`config.mk`:
```
export PLATFORM = sky130hd
export DESIGN_NAME = event_combiner
export DESIGN_NICKNAME = d
export VERILOG_FILES = /design/src/logic/event_combiner_pkg.sv /design/src/logic/event_combiner.sv /design/src/logic/irq_channel.sv
export SDC_FILE = /design/constraint.sdc
export NUM_CORES = 1
export LEC_CHECK = 0
export ABC_AREA = 1
export BUFFER_PORTS_ARGS = -buffer_cell sky130_fd_sc_hd__buf_2
export CAP_MARGIN = 40
export CORE_AREA = 4 4 394 396
export CTS_BUF_LIST = sky130_fd_sc_hd__clkbuf_4
export DETAILED_ROUTE_END_ITERATION = 16
export DIE_AREA = 0 0 398 400
export GPL_ROUTABILITY_DRIVEN = 1
export GPL_TIMING_DRIVEN = 1
export PLACE_DENSITY = 0.34
export SLEW_MARGIN = 25
export SYNTH_ARGS = -nofsm -noshare
export SYNTH_HDL_FRONTEND = slang
export SYNTH_SLANG_ARGS = --single-unit
```
`constraint.sdc`:
```
create_clock -name CLK -period 3.35 [get_ports CLK]
set_clock_uncertainty 0.2 [all_clocks]
set_input_delay 0.1675 -clock CLK [delete_from_list [all_inputs] [get_ports CLK]]
set_output_delay 0.1675 -clock CLK [all_outputs]
set_load 0.005 [all_outputs]
```
`src/logic/event_combiner_pkg.sv`:
```
// constants shared by the event combiner and its interrupt channels
package event_combiner_pkg;
    localparam int NUM_EVENTS = 128;
    localparam int NUM_CPU_INT = 12;
    localparam int EVT_SEL_W = 7;
    localparam int GROUP_W = 32;
    localparam int NUM_GROUPS = 4;
    localparam int HIGHEST_W = 4;
    // fixed event numbers
    localparam int EVT_COMBINED0 = 0;
    localparam int EVT_TIMER0_LOW = 4;
    localparam int EVT_WATCHDOG = 8;
    localparam int EVT_EMU_DMA = 9;
    localparam int EVT_EMU_RX = 11;
    localparam int EVT_EMU_TX = 12;
    localparam int EVT_INT_DMA0 = 13;
    localparam int EVT_PIN0 = 64;
    localparam int EVT_PIN_BANK0 = 72;
    localparam int EVT_PWM0 = 80;
    localparam int EVT_TWO_WIRE = 83;
    localparam int EVT_SERIAL0 = 84;
    localparam int EVT_DROPPED = 96;
    // reserved event numbers, never able to set a flag
    localparam logic [127:0] RESERVED_MASK =
        128'h000D_FFFC_FFC0_8000_E610_7403_FFFF_8400;
    // events generated inside the combiner: 0-3 and 96
    localparam logic [127:0] INTERNAL_MASK =
        128'h0000_0001_0000_0000_0000_0000_0000_000F;
    localparam logic [127:0] FLAGS_RESET = 128'h0000_0000_0000_0000_0000_0000_0000_0000;
    localparam logic [HIGHEST_W-1:0] HIGHEST_NONE = 4'hF;
endpackage

```
`src/logic/event_combiner.sv`:
```
// system event combiner feeding the cpu interrupt, exception and emulation inputs
`timescale 1ns/10ps
// ==========================================================
// Overview of operation
// - twelve prioritized cpu interrupt outputs from events
// - each interrupt takes a software-selected event number
// - also drive exception and emulation requests
// - non-maskable interrupt output is tied inactive
// - event numbers fixed per source
// - dropped interrupt raises event 96
// - four groups of flag, set, clear, mask, masked
module event_combiner
    import event_combiner_pkg::*;
(
    input wire logic CLK,
    input wire logic RST_B,
    input wire logic [NUM_EVENTS-1:0] EVENT_IN,
    input wire logic [NUM_EVENTS-1:0] EVENT_SET,
    input wire logic [NUM_EVENTS-1:0] EVENT_CLEAR,
    input wire logic [NUM_EVENTS-1:0] EVENT_MASK,
    input wire logic [NUM_EVENTS-1:0] EXCEPTION_ENABLE,
    input wire logic [NUM_CPU_INT-1:0][EVT_SEL_W-1:0] INT_SEL,
    input wire logic [NUM_CPU_INT-1:0] INT_ACK,
    output logic [NUM_EVENTS-1:0] EVENT_FLAGS,
    output logic [NUM_EVENTS-1:0] MASKED_FLAGS,
    output logic [NUM_CPU_INT-1:0] CPU_INT,
    output logic [NUM_CPU_INT-1:0] CPU_INT_PENDING,
    output logic [HIGHEST_W-1:0] HIGHEST_INT,
    output logic CPU_EXCEPTION,
    output logic [2:0] EMU_INT,
    output logic CPU_NMI
);
    logic [NUM_EVENTS-1:0] event_vec;
    logic [NUM_EVENTS-1:0] set_src;
    logic [NUM_EVENTS-1:0] next_flags;
    logic [NUM_GROUPS-1:0] combined;
    logic [NUM_CPU_INT-1:0] drops;
    logic [HIGHEST_W-1:0] next_highest;

    // ==========================================================
    // event vector: external sources in their fixed slots
    always_comb begin
        // internal slots ignore the pins; reserved slots are forced low
        event_vec = EVENT_IN & ~INTERNAL_MASK & ~RESERVED_MASK;
        event_vec[EVT_COMBINED0 +: NUM_GROUPS] = combined;
        event_vec[EVT_DROPPED] = |drops;
    end

    // or of one 32-bit flag group, shared by the combiner and its checks
    function automatic logic group_any(input logic [NUM_EVENTS-1:0] v, input int g);
        return |v[g*GROUP_W +: GROUP_W];
    endfunction

    // combined events; group 0 skips its own combined bits to avoid self-holding
    always_comb begin
        combined[0] = |MASKED_FLAGS[GROUP_W-1:NUM_GROUPS];
        for (int g = 1; g < NUM_GROUPS; g++) begin
            combined[g] = group_any(MASKED_FLAGS, g);
        end
    end

    // ==========================================================
    // flags: hardware or software set wins over clear
    assign set_src = (event_vec | EVENT_SET) & ~RESERVED_MASK;
    assign next_flags = set_src | (EVENT_FLAGS & ~EVENT_CLEAR);

    always_ff @(posedge CLK or negedge RST_B) begin
        if (!RST_B) begin
            EVENT_FLAGS <= FLAGS_RESET;
            MASKED_FLAGS <= FLAGS_RESET;
        end else begin
            EVENT_FLAGS <= next_flags;
            MASKED_FLAGS <= EVENT_FLAGS & ~EVENT_MASK;
        end
    end

    // ==========================================================
    // cpu interrupt channels
    for (genvar i = 0; i < NUM_CPU_INT; i++) begin : g_chan
        irq_channel u_chan (
            .clk(CLK),
            .rst_b(RST_B),
            .event_vec(event_vec),
            .sel(INT_SEL[i]),
            .ack(INT_ACK[i]),
            .irq(CPU_INT[i]),
            .pending(CPU_INT_PENDING[i]),
            .drop(drops[i])
        );
    end

    // lowest index is highest priority
    always_comb begin
        next_highest = HIGHEST_NONE;
        for (int i = NUM_CPU_INT - 1; i >= 0; i--) begin
            if (CPU_INT_PENDING[i]) begin
                next_highest = HIGHEST_W'(i);
            end
        end
    end

    always_ff @(posedge CLK or negedge RST_B) begin
        if (!RST_B) begin
            HIGHEST_INT <= HIGHEST_NONE;
        end else begin
            HIGHEST_INT <= next_highest;
        end
    end

    // ==========================================================
    // exception, emulation and non-maskable requests
    always_ff @(posedge CLK or negedge RST_B) begin
        if (!RST_B) begin
            CPU_EXCEPTION <= 1'b0;
            EMU_INT <= 3'h0;
        end else begin
            CPU_EXCEPTION <= |(EVENT_FLAGS & EXCEPTION_ENABLE);
            EMU_INT <= {event_vec[EVT_EMU_TX], event_vec[EVT_EMU_RX],
                event_vec[EVT_EMU_DMA]};
        end
    end

    // no non-maskable source exists in this device
    assign CPU_NMI = 1'b0;
endmodule

```
`src/logic/irq_channel.sv`:
```
// one cpu interrupt channel: event select, edge detect, pending and drop detection
`timescale 1ns/10ps
module irq_channel
    import event_combiner_pkg::*;
(
    input wire logic clk,
    input wire logic rst_b,
    input wire logic [NUM_EVENTS-1:0] event_vec,
    input wire logic [EVT_SEL_W-1:0] sel,
    input wire logic ack,
    output logic irq,
    output logic pending,
    output logic drop
);
    logic line;
    logic line_q;
    logic edge_seen;

    // ==========================================================
    // event selection
    assign line = event_vec[sel];
    assign edge_seen = line & ~line_q;

    always_ff @(posedge clk or negedge rst_b) begin
        if (!rst_b) begin
            line_q <= 1'b0;
        end else begin
            line_q <= line;
        end
    end

    // ==========================================================
    // delivery and pending state; a new edge wins over an ack
    always_ff @(posedge clk or negedge rst_b) begin
        if (!rst_b) begin
            pending <= 1'b0;
        end else if (edge_seen) begin
            pending <= 1'b1;
        end else if (ack) begin
            pending <= 1'b0;
        end
    end

    always_ff @(posedge clk or negedge rst_b) begin
        if (!rst_b) begin
            irq <= 1'b0;
            drop <= 1'b0;
        end else begin
            irq <= edge_seen & ~pending;
            drop <= edge_seen & pending;
        end
    end
endmodule
```
* Word-level counts from Yosys, hierarchy flattened
Cells that the tools add are included.
** Word-level totals
- Logic and storage cells :: 210
- Register bits after elaboration :: 312
- Bits of input ports :: 738
** Operators by class
- Reductions and logical operators :: 18
- Multiplexer cells :: 60
- Magnitude comparators :: 12
- Bitwise gates (word level) :: 67
** Operators with widths (count)
- 128-bit AND :: 3
- 128-bit NOT :: 2
- 128-bit bitwise OR :: 2
- 128-bit OR reduction :: 1
- 7-bit by 8-bit less-than comparator with 1-bit output, second input constant :: 12
- 32-bit OR reduction :: 3
- 1-bit binary-select mux with 7-bit select :: 12
- 1-bit AND :: 36
- 1-bit two-way mux :: 36
- 4-bit two-way mux :: 8
- 28-bit OR reduction :: 1
- 1-bit NOT :: 24
- 2-bit nonzero test :: 12
- 3-bit two-way mux :: 4
- 12-bit OR reduction :: 1

* Logic depth before layout (Yosys ltp)
Gate-level depths: netlist of the first run.
- Depth in word-level cells :: 12
- Gate-level depth with buffers :: 17

* Modules after synthesis
From an unflattened synthesis of the first run, not the netlist that was laid out.
** Unflattened totals
- Cell total of the unflattened synthesis :: 4758
- Area total of the unflattened synthesis :: 27476.4 um^2
** By module, submodules not included
- irq_channel :: cells each 305, instances 12, area each 1462.7 um^2, sequential area each 100.1 um^2
- event_combiner :: cells each 1098, instances 1, area each 9924.5 um^2, sequential area each 6611.3 um^2

* Worst setup path before layout of the first run
OpenSTA, ideal clock, no wires.
- Kind :: reg2reg
- From :: reg MASKED_FLAGS[96]
- To :: reg g_chan[4].u_chan.pending
- Cell stages (with the launch flop) :: 13
- Required time :: 3.029 ns
- Data arrival time :: 1.515 ns
- Slack :: 1.514 ns
- Cell sequence :: dfrtp_1 -> nor2_1 -> nand2_1 -> nor2_1 -> nand4_1 -> a21oi_1 -> o21ai_0 -> nand2_1 -> nand2_1 -> nand2_1 -> nand2_1 -> nand3_1 -> nand2_1
** Between the ends
- Word-level cells in the longest chain between the ends :: 5
- Elaborated cells on any way between the ends :: 6
- Those cells by class :: 3 x mux; 1 x bitwise; 2 x reduce/logical
** RTL lines
- from (decl) :: line event_combiner.sv:25 : output logic [NUM_EVENTS-1:0] MASKED_FLAGS,
- from (signal assigned) :: line event_combiner.sv:73 : MASKED_FLAGS <= EVENT_FLAGS & ~EVENT_MASK;
- 32-bit OR reduction * :: line event_combiner.sv:51 : return |v[g*GROUP_W +: GROUP_W];
- 1-bit binary-select mux with 7-bit select * :: line irq_channel.sv:21 : assign line = event_vec[sel];
- 1-bit two-way mux (implied by the code) * :: line irq_channel.sv:21
- 1-bit AND * :: line irq_channel.sv:22 : assign edge_seen = line & ~line_q;
- 1-bit two-way mux or 2-bit nonzero test (tied branches)
- to (signal assigned) :: line irq_channel.sv:36 : pending <= 1'b0;
- to (signal assigned) :: line irq_channel.sv:38 : pending <= 1'b1;
- to (signal assigned) :: line irq_channel.sv:40 : pending <= 1'b0;
- to (decl) :: line irq_channel.sv:12 : output logic pending,
Every way passes the cells marked *; elsewhere a longest branch is shown, timed or not. The select of a mux whose other input is x is not followed.
A chain may end at the register's enable or synchronous reset.

* Worst setup path in the final report of the first run
- From :: in INT_SEL[0] in the netlist's numbering
- To :: reg g_chan[0].u_chan.pending
** Between the ends
- Word-level cells in the longest chain between the ends :: 4
- Elaborated cells on any way between the ends :: 5
- Those cells by class :: 3 x mux; 1 x bitwise; 1 x reduce/logical
** RTL lines
- from (decl) :: line event_combiner.sv:22 : input wire logic [NUM_CPU_INT-1:0][EVT_SEL_W-1:0] INT_SEL,
- 1-bit binary-select mux with 7-bit select * :: line irq_channel.sv:21
- 1-bit two-way mux (implied by the code) * :: line irq_channel.sv:21
- 1-bit AND * :: line irq_channel.sv:22
- 1-bit two-way mux or 2-bit nonzero test (tied branches)
- to (signal assigned) :: line irq_channel.sv:36
- to (signal assigned) :: line irq_channel.sv:38
- to (signal assigned) :: line irq_channel.sv:40
- to (decl) :: line irq_channel.sv:12
Marks and branches as above.

==> qor.yml, run 1 <==
dp_hpwl_mm: 126
detailroute.via_count: 29300
vdd_ir_drop_max_mv: 0.159
setup_slack_ps: -24.2
avg_cell_area_syn_um2: 6.99
max_clock_freq_mhz: 296
grtUsageTotal_pct: 20.3
wl_mm: 169
die_w_um: 398
cp_max_fo: 23
crit_type: "input pin to flip-flop"
number_of_nets_with_antenna_violations_after_routing: 0
layout.cells.most_common_list: "906 x sky130_fd_sc_hd__dlygate4sd3_1, 902 x sky130_fd_sc_hd__buf_2, 457 x sky130_fd_sc_hd__nor2_1"
number_of_antenna_violations_at_the_first_check_in_global_routing: 75
slew_viol_final: 0
cap_violations: 0
detailedPlace.worstSlack_ps: 656
hold_depth: 6
dominantRegCellSynth: "sky130_fd_sc_hd__dfrtp_1"
top_level_ports: 1027
cp.arrival_ps: 4090
fin_crit_ps: 3370
numClockSinks: 312
final.fill_count: 17100
finalWeightedCongestion: 0.901
floorplan.initialDensity_pct: 13.0
drt_iter0_drc: 2589
setup_viol_count_final: 1
cts_inserted_buffers: 100
total_leakage_power_nw: 17.8
synth_cell_type_count: 44
share_of_flip_flops_with_an_asynchronous_set_or_reset_after_synthesis_pct: 100
drt_first_pass_iters: 7
min_period_over_period_pct: 101
hold_class: "input pin to flip-flop"
clk_path_buf_depth: 3
ctsHtreeMaxLevel: 3
via_per_inst: 4.32
violations: "setup timing"
synth.top_cell.area_share_pct: 39.2
drive_above_1_share_pct: 25.6
fp.dieH_um: 400
cp-end-kind: "flip-flop"
maxSlewHeadroom_pct: 36.7
avgRoutedWirePerCell_um: 24.9
grt_pass1_vias: 29700
cts_tree: "built"
portBuffers: 904
synth_area_mm2: 0.0197
post_synth_inst_count: 2813
depth_of_the_most_critical_reg_to_reg_path: 10
setup-tns-final_ps: -24.2
synthDominantAreaCellType: "sky130_fd_sc_hd__dfrtp_1"
synth-seq-cells: 312
gr-total-overflow: 0
outcome: "finished, violations left"
grt_setup_unrepaired: "false"
syn_nets: 3551
hold_viol: 0
flow.area_growth_from_synthesis_pct: 88.8
final_core_util_pct: 24.5
numPlacedInstances: 5665
synth_enable_flop_cells: 0
cts_root_buf: "sky130_fd_sc_hd__clkbuf_4"
placement_rows: 143
grt_pass1_wl_mm: 227
synth_area_leaders: "sky130_fd_sc_hd__dfrtp_1 39%, sky130_fd_sc_hd__nor2_1 8.8%, sky130_fd_sc_hd__nand2_1 8.6%, sky130_fd_sc_hd__o21ai_0 6.9%, sky130_fd_sc_hd__inv_1 6.1%"
finalPower_mw: 11.7
power_density_mw_per_mm2: 315
remaining_drc_errors: 0
pin_count_of_the_biggest_net_entering_global_routing: 69
fp.coreArea_mm2: 0.152
crit_path_start_kind: "input pin"
yosys_warnings: 0
design.die.area_mm2: 0.159
layout.nets: 5393
final-instance-count-excl-fill: 6786
cp_data_required_time_ps: 4060
sequential_cell_area_fraction_in_the_yosys_report_pct: 39.7
worstSkewPairLatency_ps: 1040
worst_pin_slew_ps: 948
final_common_cell: "sky130_fd_sc_hd__dlygate4sd3_1"
clkSlewWorstSetupHoldPaths_ps: 70
[sequential cells by signal, summed over array words and instances, names as in the netlist]
| register | count |
|---|---|
| EVENT_FLAGS | 128 |
| g_chan.u_chan.irq | 12 |
| g_chan.u_chan.pending | 12 |
| HIGHEST_INT | 4 |
| CPU_EXCEPTION | 1 |
| g_chan.u_chan.drop | 12 |
| EMU_INT | 3 |
| g_chan.u_chan.line_q | 12 |
| MASKED_FLAGS | 128 |
[metrics by stage]
stage | hold WS (ps) | instance area [um2]
2_1_floorplan | -328 | 19700
3_3_place_gp | 59.7 | 26600
3_5_place_dp | 56.9 | 26600
4_1_cts | 0.431 | 36900
5_1_grt | 32.7 | 37100
6_report | 91.0 | 37100
[area by class of cell]
cell class / instances / area [um2] / area share, %
Clock inverter: 34 / 163 / 0.438
Tap cell: 2030 / 2540 / 6.84
Clock buffer: 141 / 1060 / 2.85
Timing Repair Buffer: 1899 / 14400 / 38.8
Inverter: 348 / 1310 / 3.53
Antenna cell: 28 / 70.1 / 0.189
Multi-Input combinational cell: 1994 / 9760 / 26.3
Sequential cell: 312 / 7810 / 21.0
[final timing paths]
kind / start / to / slack, ps
worst min-delay path: EXCEPTION_ENABLE[5] / CPU_EXCEPTION / 90
max in group asynchronous: RST_B / MASKED_FLAGS[108] / 1910
min in group asynchronous: RST_B / EVENT_FLAGS[32] / 200
worst min register to register: g_chan[7].u_chan.pending / g_chan[7].u_chan.irq / 180
worst max register to register: g_chan[1].u_chan.drop / g_chan[4].u_chan.line_q / 150
worst max-delay path: INT_SEL[0] / g_chan[0].u_chan.pending / -20
[logic make-up after synthesis]
kind of cell	count (synthesis)	share of synthesized area, %
DFF	312	39.7
buffers and inverters	507	10.8
AOI/OAI and AO/OA	811	24.5
and+or+nand+nor	1182	24.9
other	1	0.0191
[power breakdown]
| group | internal [mW] | switching (mW) |
|---|---|---|
| Sequential | 3.95 | 0.140 |
| Combinational | 1.62 | 2.01 |
| Clock | 1.94 | 2.03 |
| Total | 7.51 | 4.18 |
[worst max-delay path, stage by stage]
cell and delay, ps:
sky130_fd_sc_hd__dlygate4sd3_1 660, sky130_fd_sc_hd__clkbuf_4 380, sky130_fd_sc_hd__nand2_1 260, sky130_fd_sc_hd__o211ai_1 230, sky130_fd_sc_hd__nand2_1 140, sky130_fd_sc_hd__nand3_1 90, sky130_fd_sc_hd__nand3b_1 80, sky130_fd_sc_hd__nand2_1 60
sky130_fd_sc_hd__dlygate4sd3_1 530, sky130_fd_sc_hd__nand2_1 60, sky130_fd_sc_hd__dlygate4sd3_1 560, sky130_fd_sc_hd__nand3_1 220, sky130_fd_sc_hd__nand2_1 80, sky130_fd_sc_hd__dlygate4sd3_1 560
[repair_timing]
| action | 4_1_cts | 5_1_grt |
|---|---|---|
| endpoints found under the hold margin | 620 | 0 |
| buffers inserted | 0 | 7 |
| setup endpoints to repair | 0 | 23 |
| hold buffers | 909 | 0 |
| gates resized for setup | 0 | 14 |
[cells in the mapped netlist, drive strengths merged, types with 20 or more instances]
| cell | number |
|---|---|
| o221ai | 42 |
| nand2 | 453 |
| dfrtp | 308 |
| a22o | 31 |
| o2111ai | 30 |
| o211ai | 66 |
| clkbuf | 59 |
| o22ai | 46 |
| o21ai | 307 |
| nor3 | 33 |
| inv | 342 |
| a21oi | 239 |
| nor2 | 473 |
| a221oi | 20 |
| buf | 100 |
| nand3 | 169 |
[layer usage]
| layer | vias up | track usage [%] | share of wire [%] |
|---|---|---|---|
| li1 | 13300 | - | - |
| met1 | 14100 | 25.1 | 41 |
| met2 | 1518 | 32.5 | 45 |
| met3 | 417 | 6.22 | 9.3 |
| met4 | 50 | 8.57 | 4.6 |
| met5 | - | 0 | 0.20 |
No activity file was read; power rests on OpenSTA's default activity.
==> inputs of run 2 (changes only) <==
--- a/config.mk
+++ b/config.mk
@@ -15,6 +15,7 @@
 export GPL_ROUTABILITY_DRIVEN = 1
 export GPL_TIMING_DRIVEN = 1
 export PLACE_DENSITY = 0.34
+export RECOVER_POWER = 25
 export SLEW_MARGIN = 25
 export SYNTH_ARGS = -nofsm -noshare
 export SYNTH_HDL_FRONTEND = slang
==> run 2 against run 1 <==
Net effect: the flow finishes with violations (capacitance limit, slew limit); die area stayed put; final cell count about the same; routed wire length about the same; sequential share of layout area about the same.
==> qor.yml, run 2 (synthesis gave the netlist of run 1 again) <==
design.die.area_mm2: 0.159
number_of_nets_with_antenna_violations_after_routing: 0
gr-total-overflow: 0
hold_viol: 0
number_of_antenna_violations_at_the_first_check_in_global_routing: 76
route.top_layer_used: "met5"
wl_mm: 169
maxSlewHeadroom_pct: -0.238
clkSlewWorstSetupHoldPaths_ps: 70
setup_slack_ps: 0.869
avgRoutedWirePerCell_um: 24.9
grt_setup_unrepaired: "false"
fin_crit_ps: 3350
slew_viol_final: 27
cts_inserted_buffers: 100
violations: "capacitance limit, slew limit"
hold_class: "input pin to flip-flop"
placement_rows: 143
fp.coreArea_mm2: 0.152
layout.nets: 5393
fp.dieH_um: 400
worst_pin_slew_ps: 1500
dp_hpwl_mm: 126
min_period_over_period_pct: 100
m1WireLength_mm: 68.4
path_common_cell: "sky130_fd_sc_hd__dlygate4sd3_1"
post_dp_cell_area_mm2: 0.0266
clk_path_buf_depth: 3
setup_viol_count_final: 0
cp_max_fo: 3
grt_pass1_vias: 29700
final_area_mm2: 0.0371
cp.arrival_ps: 3980
total_leakage_power_nw: 17.7
cp_max_delay_cell: "sky130_fd_sc_hd__dlygate4sd3_1"
reg.largest.list: "EVENT_FLAGS x128, MASKED_FLAGS x128"
final.fill_count: 17100
max_clock_freq_mhz: 299
final_common_cell: "sky130_fd_sc_hd__dlygate4sd3_1"
final_core_util_pct: 24.5
detailroute.via_count: 29200
cts_root_buf: "sky130_fd_sc_hd__clkbuf_4"
route.met2.wl_mm: 76.8
power_density_mw_per_mm2: 315
floorplan.initialDensity_pct: 13.0
cp-end-kind: "flip-flop"
worstPathCellList: "dlygate4sd3_1, buf_2, dlygate4sd3_1, nand3_1, nand3_1, dlygate4sd3_1, nand2_1, dlygate4sd3_1, inv_1, nand2_1, nand3_1, nand2_1, dlygate4sd3_1"
cap_violations: 1
crit_path_start_kind: "input pin"
drt_iter0_drc: 2541
crit_path_max_incr_delay_ps: 720
cts_tree: "built"
die_w_um: 398
via_per_inst: 4.31
flow.area_growth_from_synthesis_pct: 88.5
ctsHtreeMaxLevel: 3
layout.cells.most_common_list: "906 x sky130_fd_sc_hd__dlygate4sd3_1, 900 x sky130_fd_sc_hd__buf_2, 457 x sky130_fd_sc_hd__nor2_1"
top_level_ports: 1027
drt_first_pass_iters: 6
detailedPlace.worstSlack_ps: 656
finalWeightedCongestion: 0.901
setup-tns-final_ps: 0
remaining_drc_errors: 0
grtUsageTotal_pct: 20.3
crit_type: "input pin to flip-flop"
numClockSinks: 312
outcome: "finished, violations left"
cp_data_required_time_ps: 3980
worstSkewPairLatency_ps: 1040
portBuffers: 904
pin_count_of_the_biggest_net_entering_global_routing: 69
detailroute.wirelength.met3_mm: 15.9
vdd_ir_drop_max_mv: 0.160
drive_above_1_share_pct: 25.4
grt_pass1_wl_mm: 227
run 2: area by class of cell:
class / instances / area, um2 / area share [%]
Sequential cell: 312 / 7810 / 21.1
Tap cell: 2030 / 2540 / 6.85
Clock inverter: 34 / 163 / 0.439
Timing Repair Buffer: 1899 / 14300 / 38.7
Clock buffer: 141 / 1060 / 2.86
Multi-Input combinational cell: 1994 / 9760 / 26.3
Antenna cell: 27 / 67.6 / 0.182
Inverter: 348 / 1310 / 3.54
run 2: per-stage QoR:
| step | hold slack, ps | std cells | power (mW) |
|---|---|---|---|
| final | 99.0 | 6785 | 11.7 |
| after global placement | 59.7 | 5664 | 6.82 |
| after CTS | 0.431 | 6749 | 11.9 |
| after global routing | 32.7 | 6772 | 12.4 |
| after detailed placement | 56.9 | 5665 | 6.82 |
| after floorplan | -328 | 2813 | 5.27 |
run 2: routing by layer:
layer  vias to the layer above  global-route usage (%)
met5                         -                       0
met4                        50                    8.57
met3                       393                    6.22
met2                      1567                    32.5
met1                     14000                    25.1
li1                      13200                       -
run 2: worst max-delay path, delay by kind of cell:
family / cells / cell delay, ps
buf+inv: 7 / 3190
simple gates: 6 / 610
run 2: report_power, final:
group | internal, mW | leakage, nW | total (mW) | switching, mW
registers | 3.95 | 3.83 | 4.09 | 0.140
clock network | 1.94 | 0.730 | 3.98 | 2.04
logic | 1.61 | 13.2 | 3.62 | 2.01
run 2: worst paths after layout:
check | from | end | slack [ps] | depth (start not counted)
setup / recovery | INT_SEL[18] | g_chan[2].u_chan.pending | 0.9 | 13
hold / removal | EXCEPTION_ENABLE[5] | CPU_EXCEPTION | 100 | 6
setup reg to reg | g_chan[1].u_chan.drop | g_chan[0].u_chan.pending | 160 | 13
hold reg to reg | g_chan[7].u_chan.pending | g_chan[7].u_chan.irq | 190 | 1
max in group asynchronous | RST_B | MASKED_FLAGS[108] | 480 | 5
min in group asynchronous | RST_B | EVENT_FLAGS[32] | 1030 | 4
run 2: repair_timing:
action | in CTS | in global routing
setup endpoints to repair | 0 | 23
buffers inserted | 0 | 7
hold buffers | 909 | 0
gates resized for setup | 0 | 14
hold endpoints to repair | 620 | 0
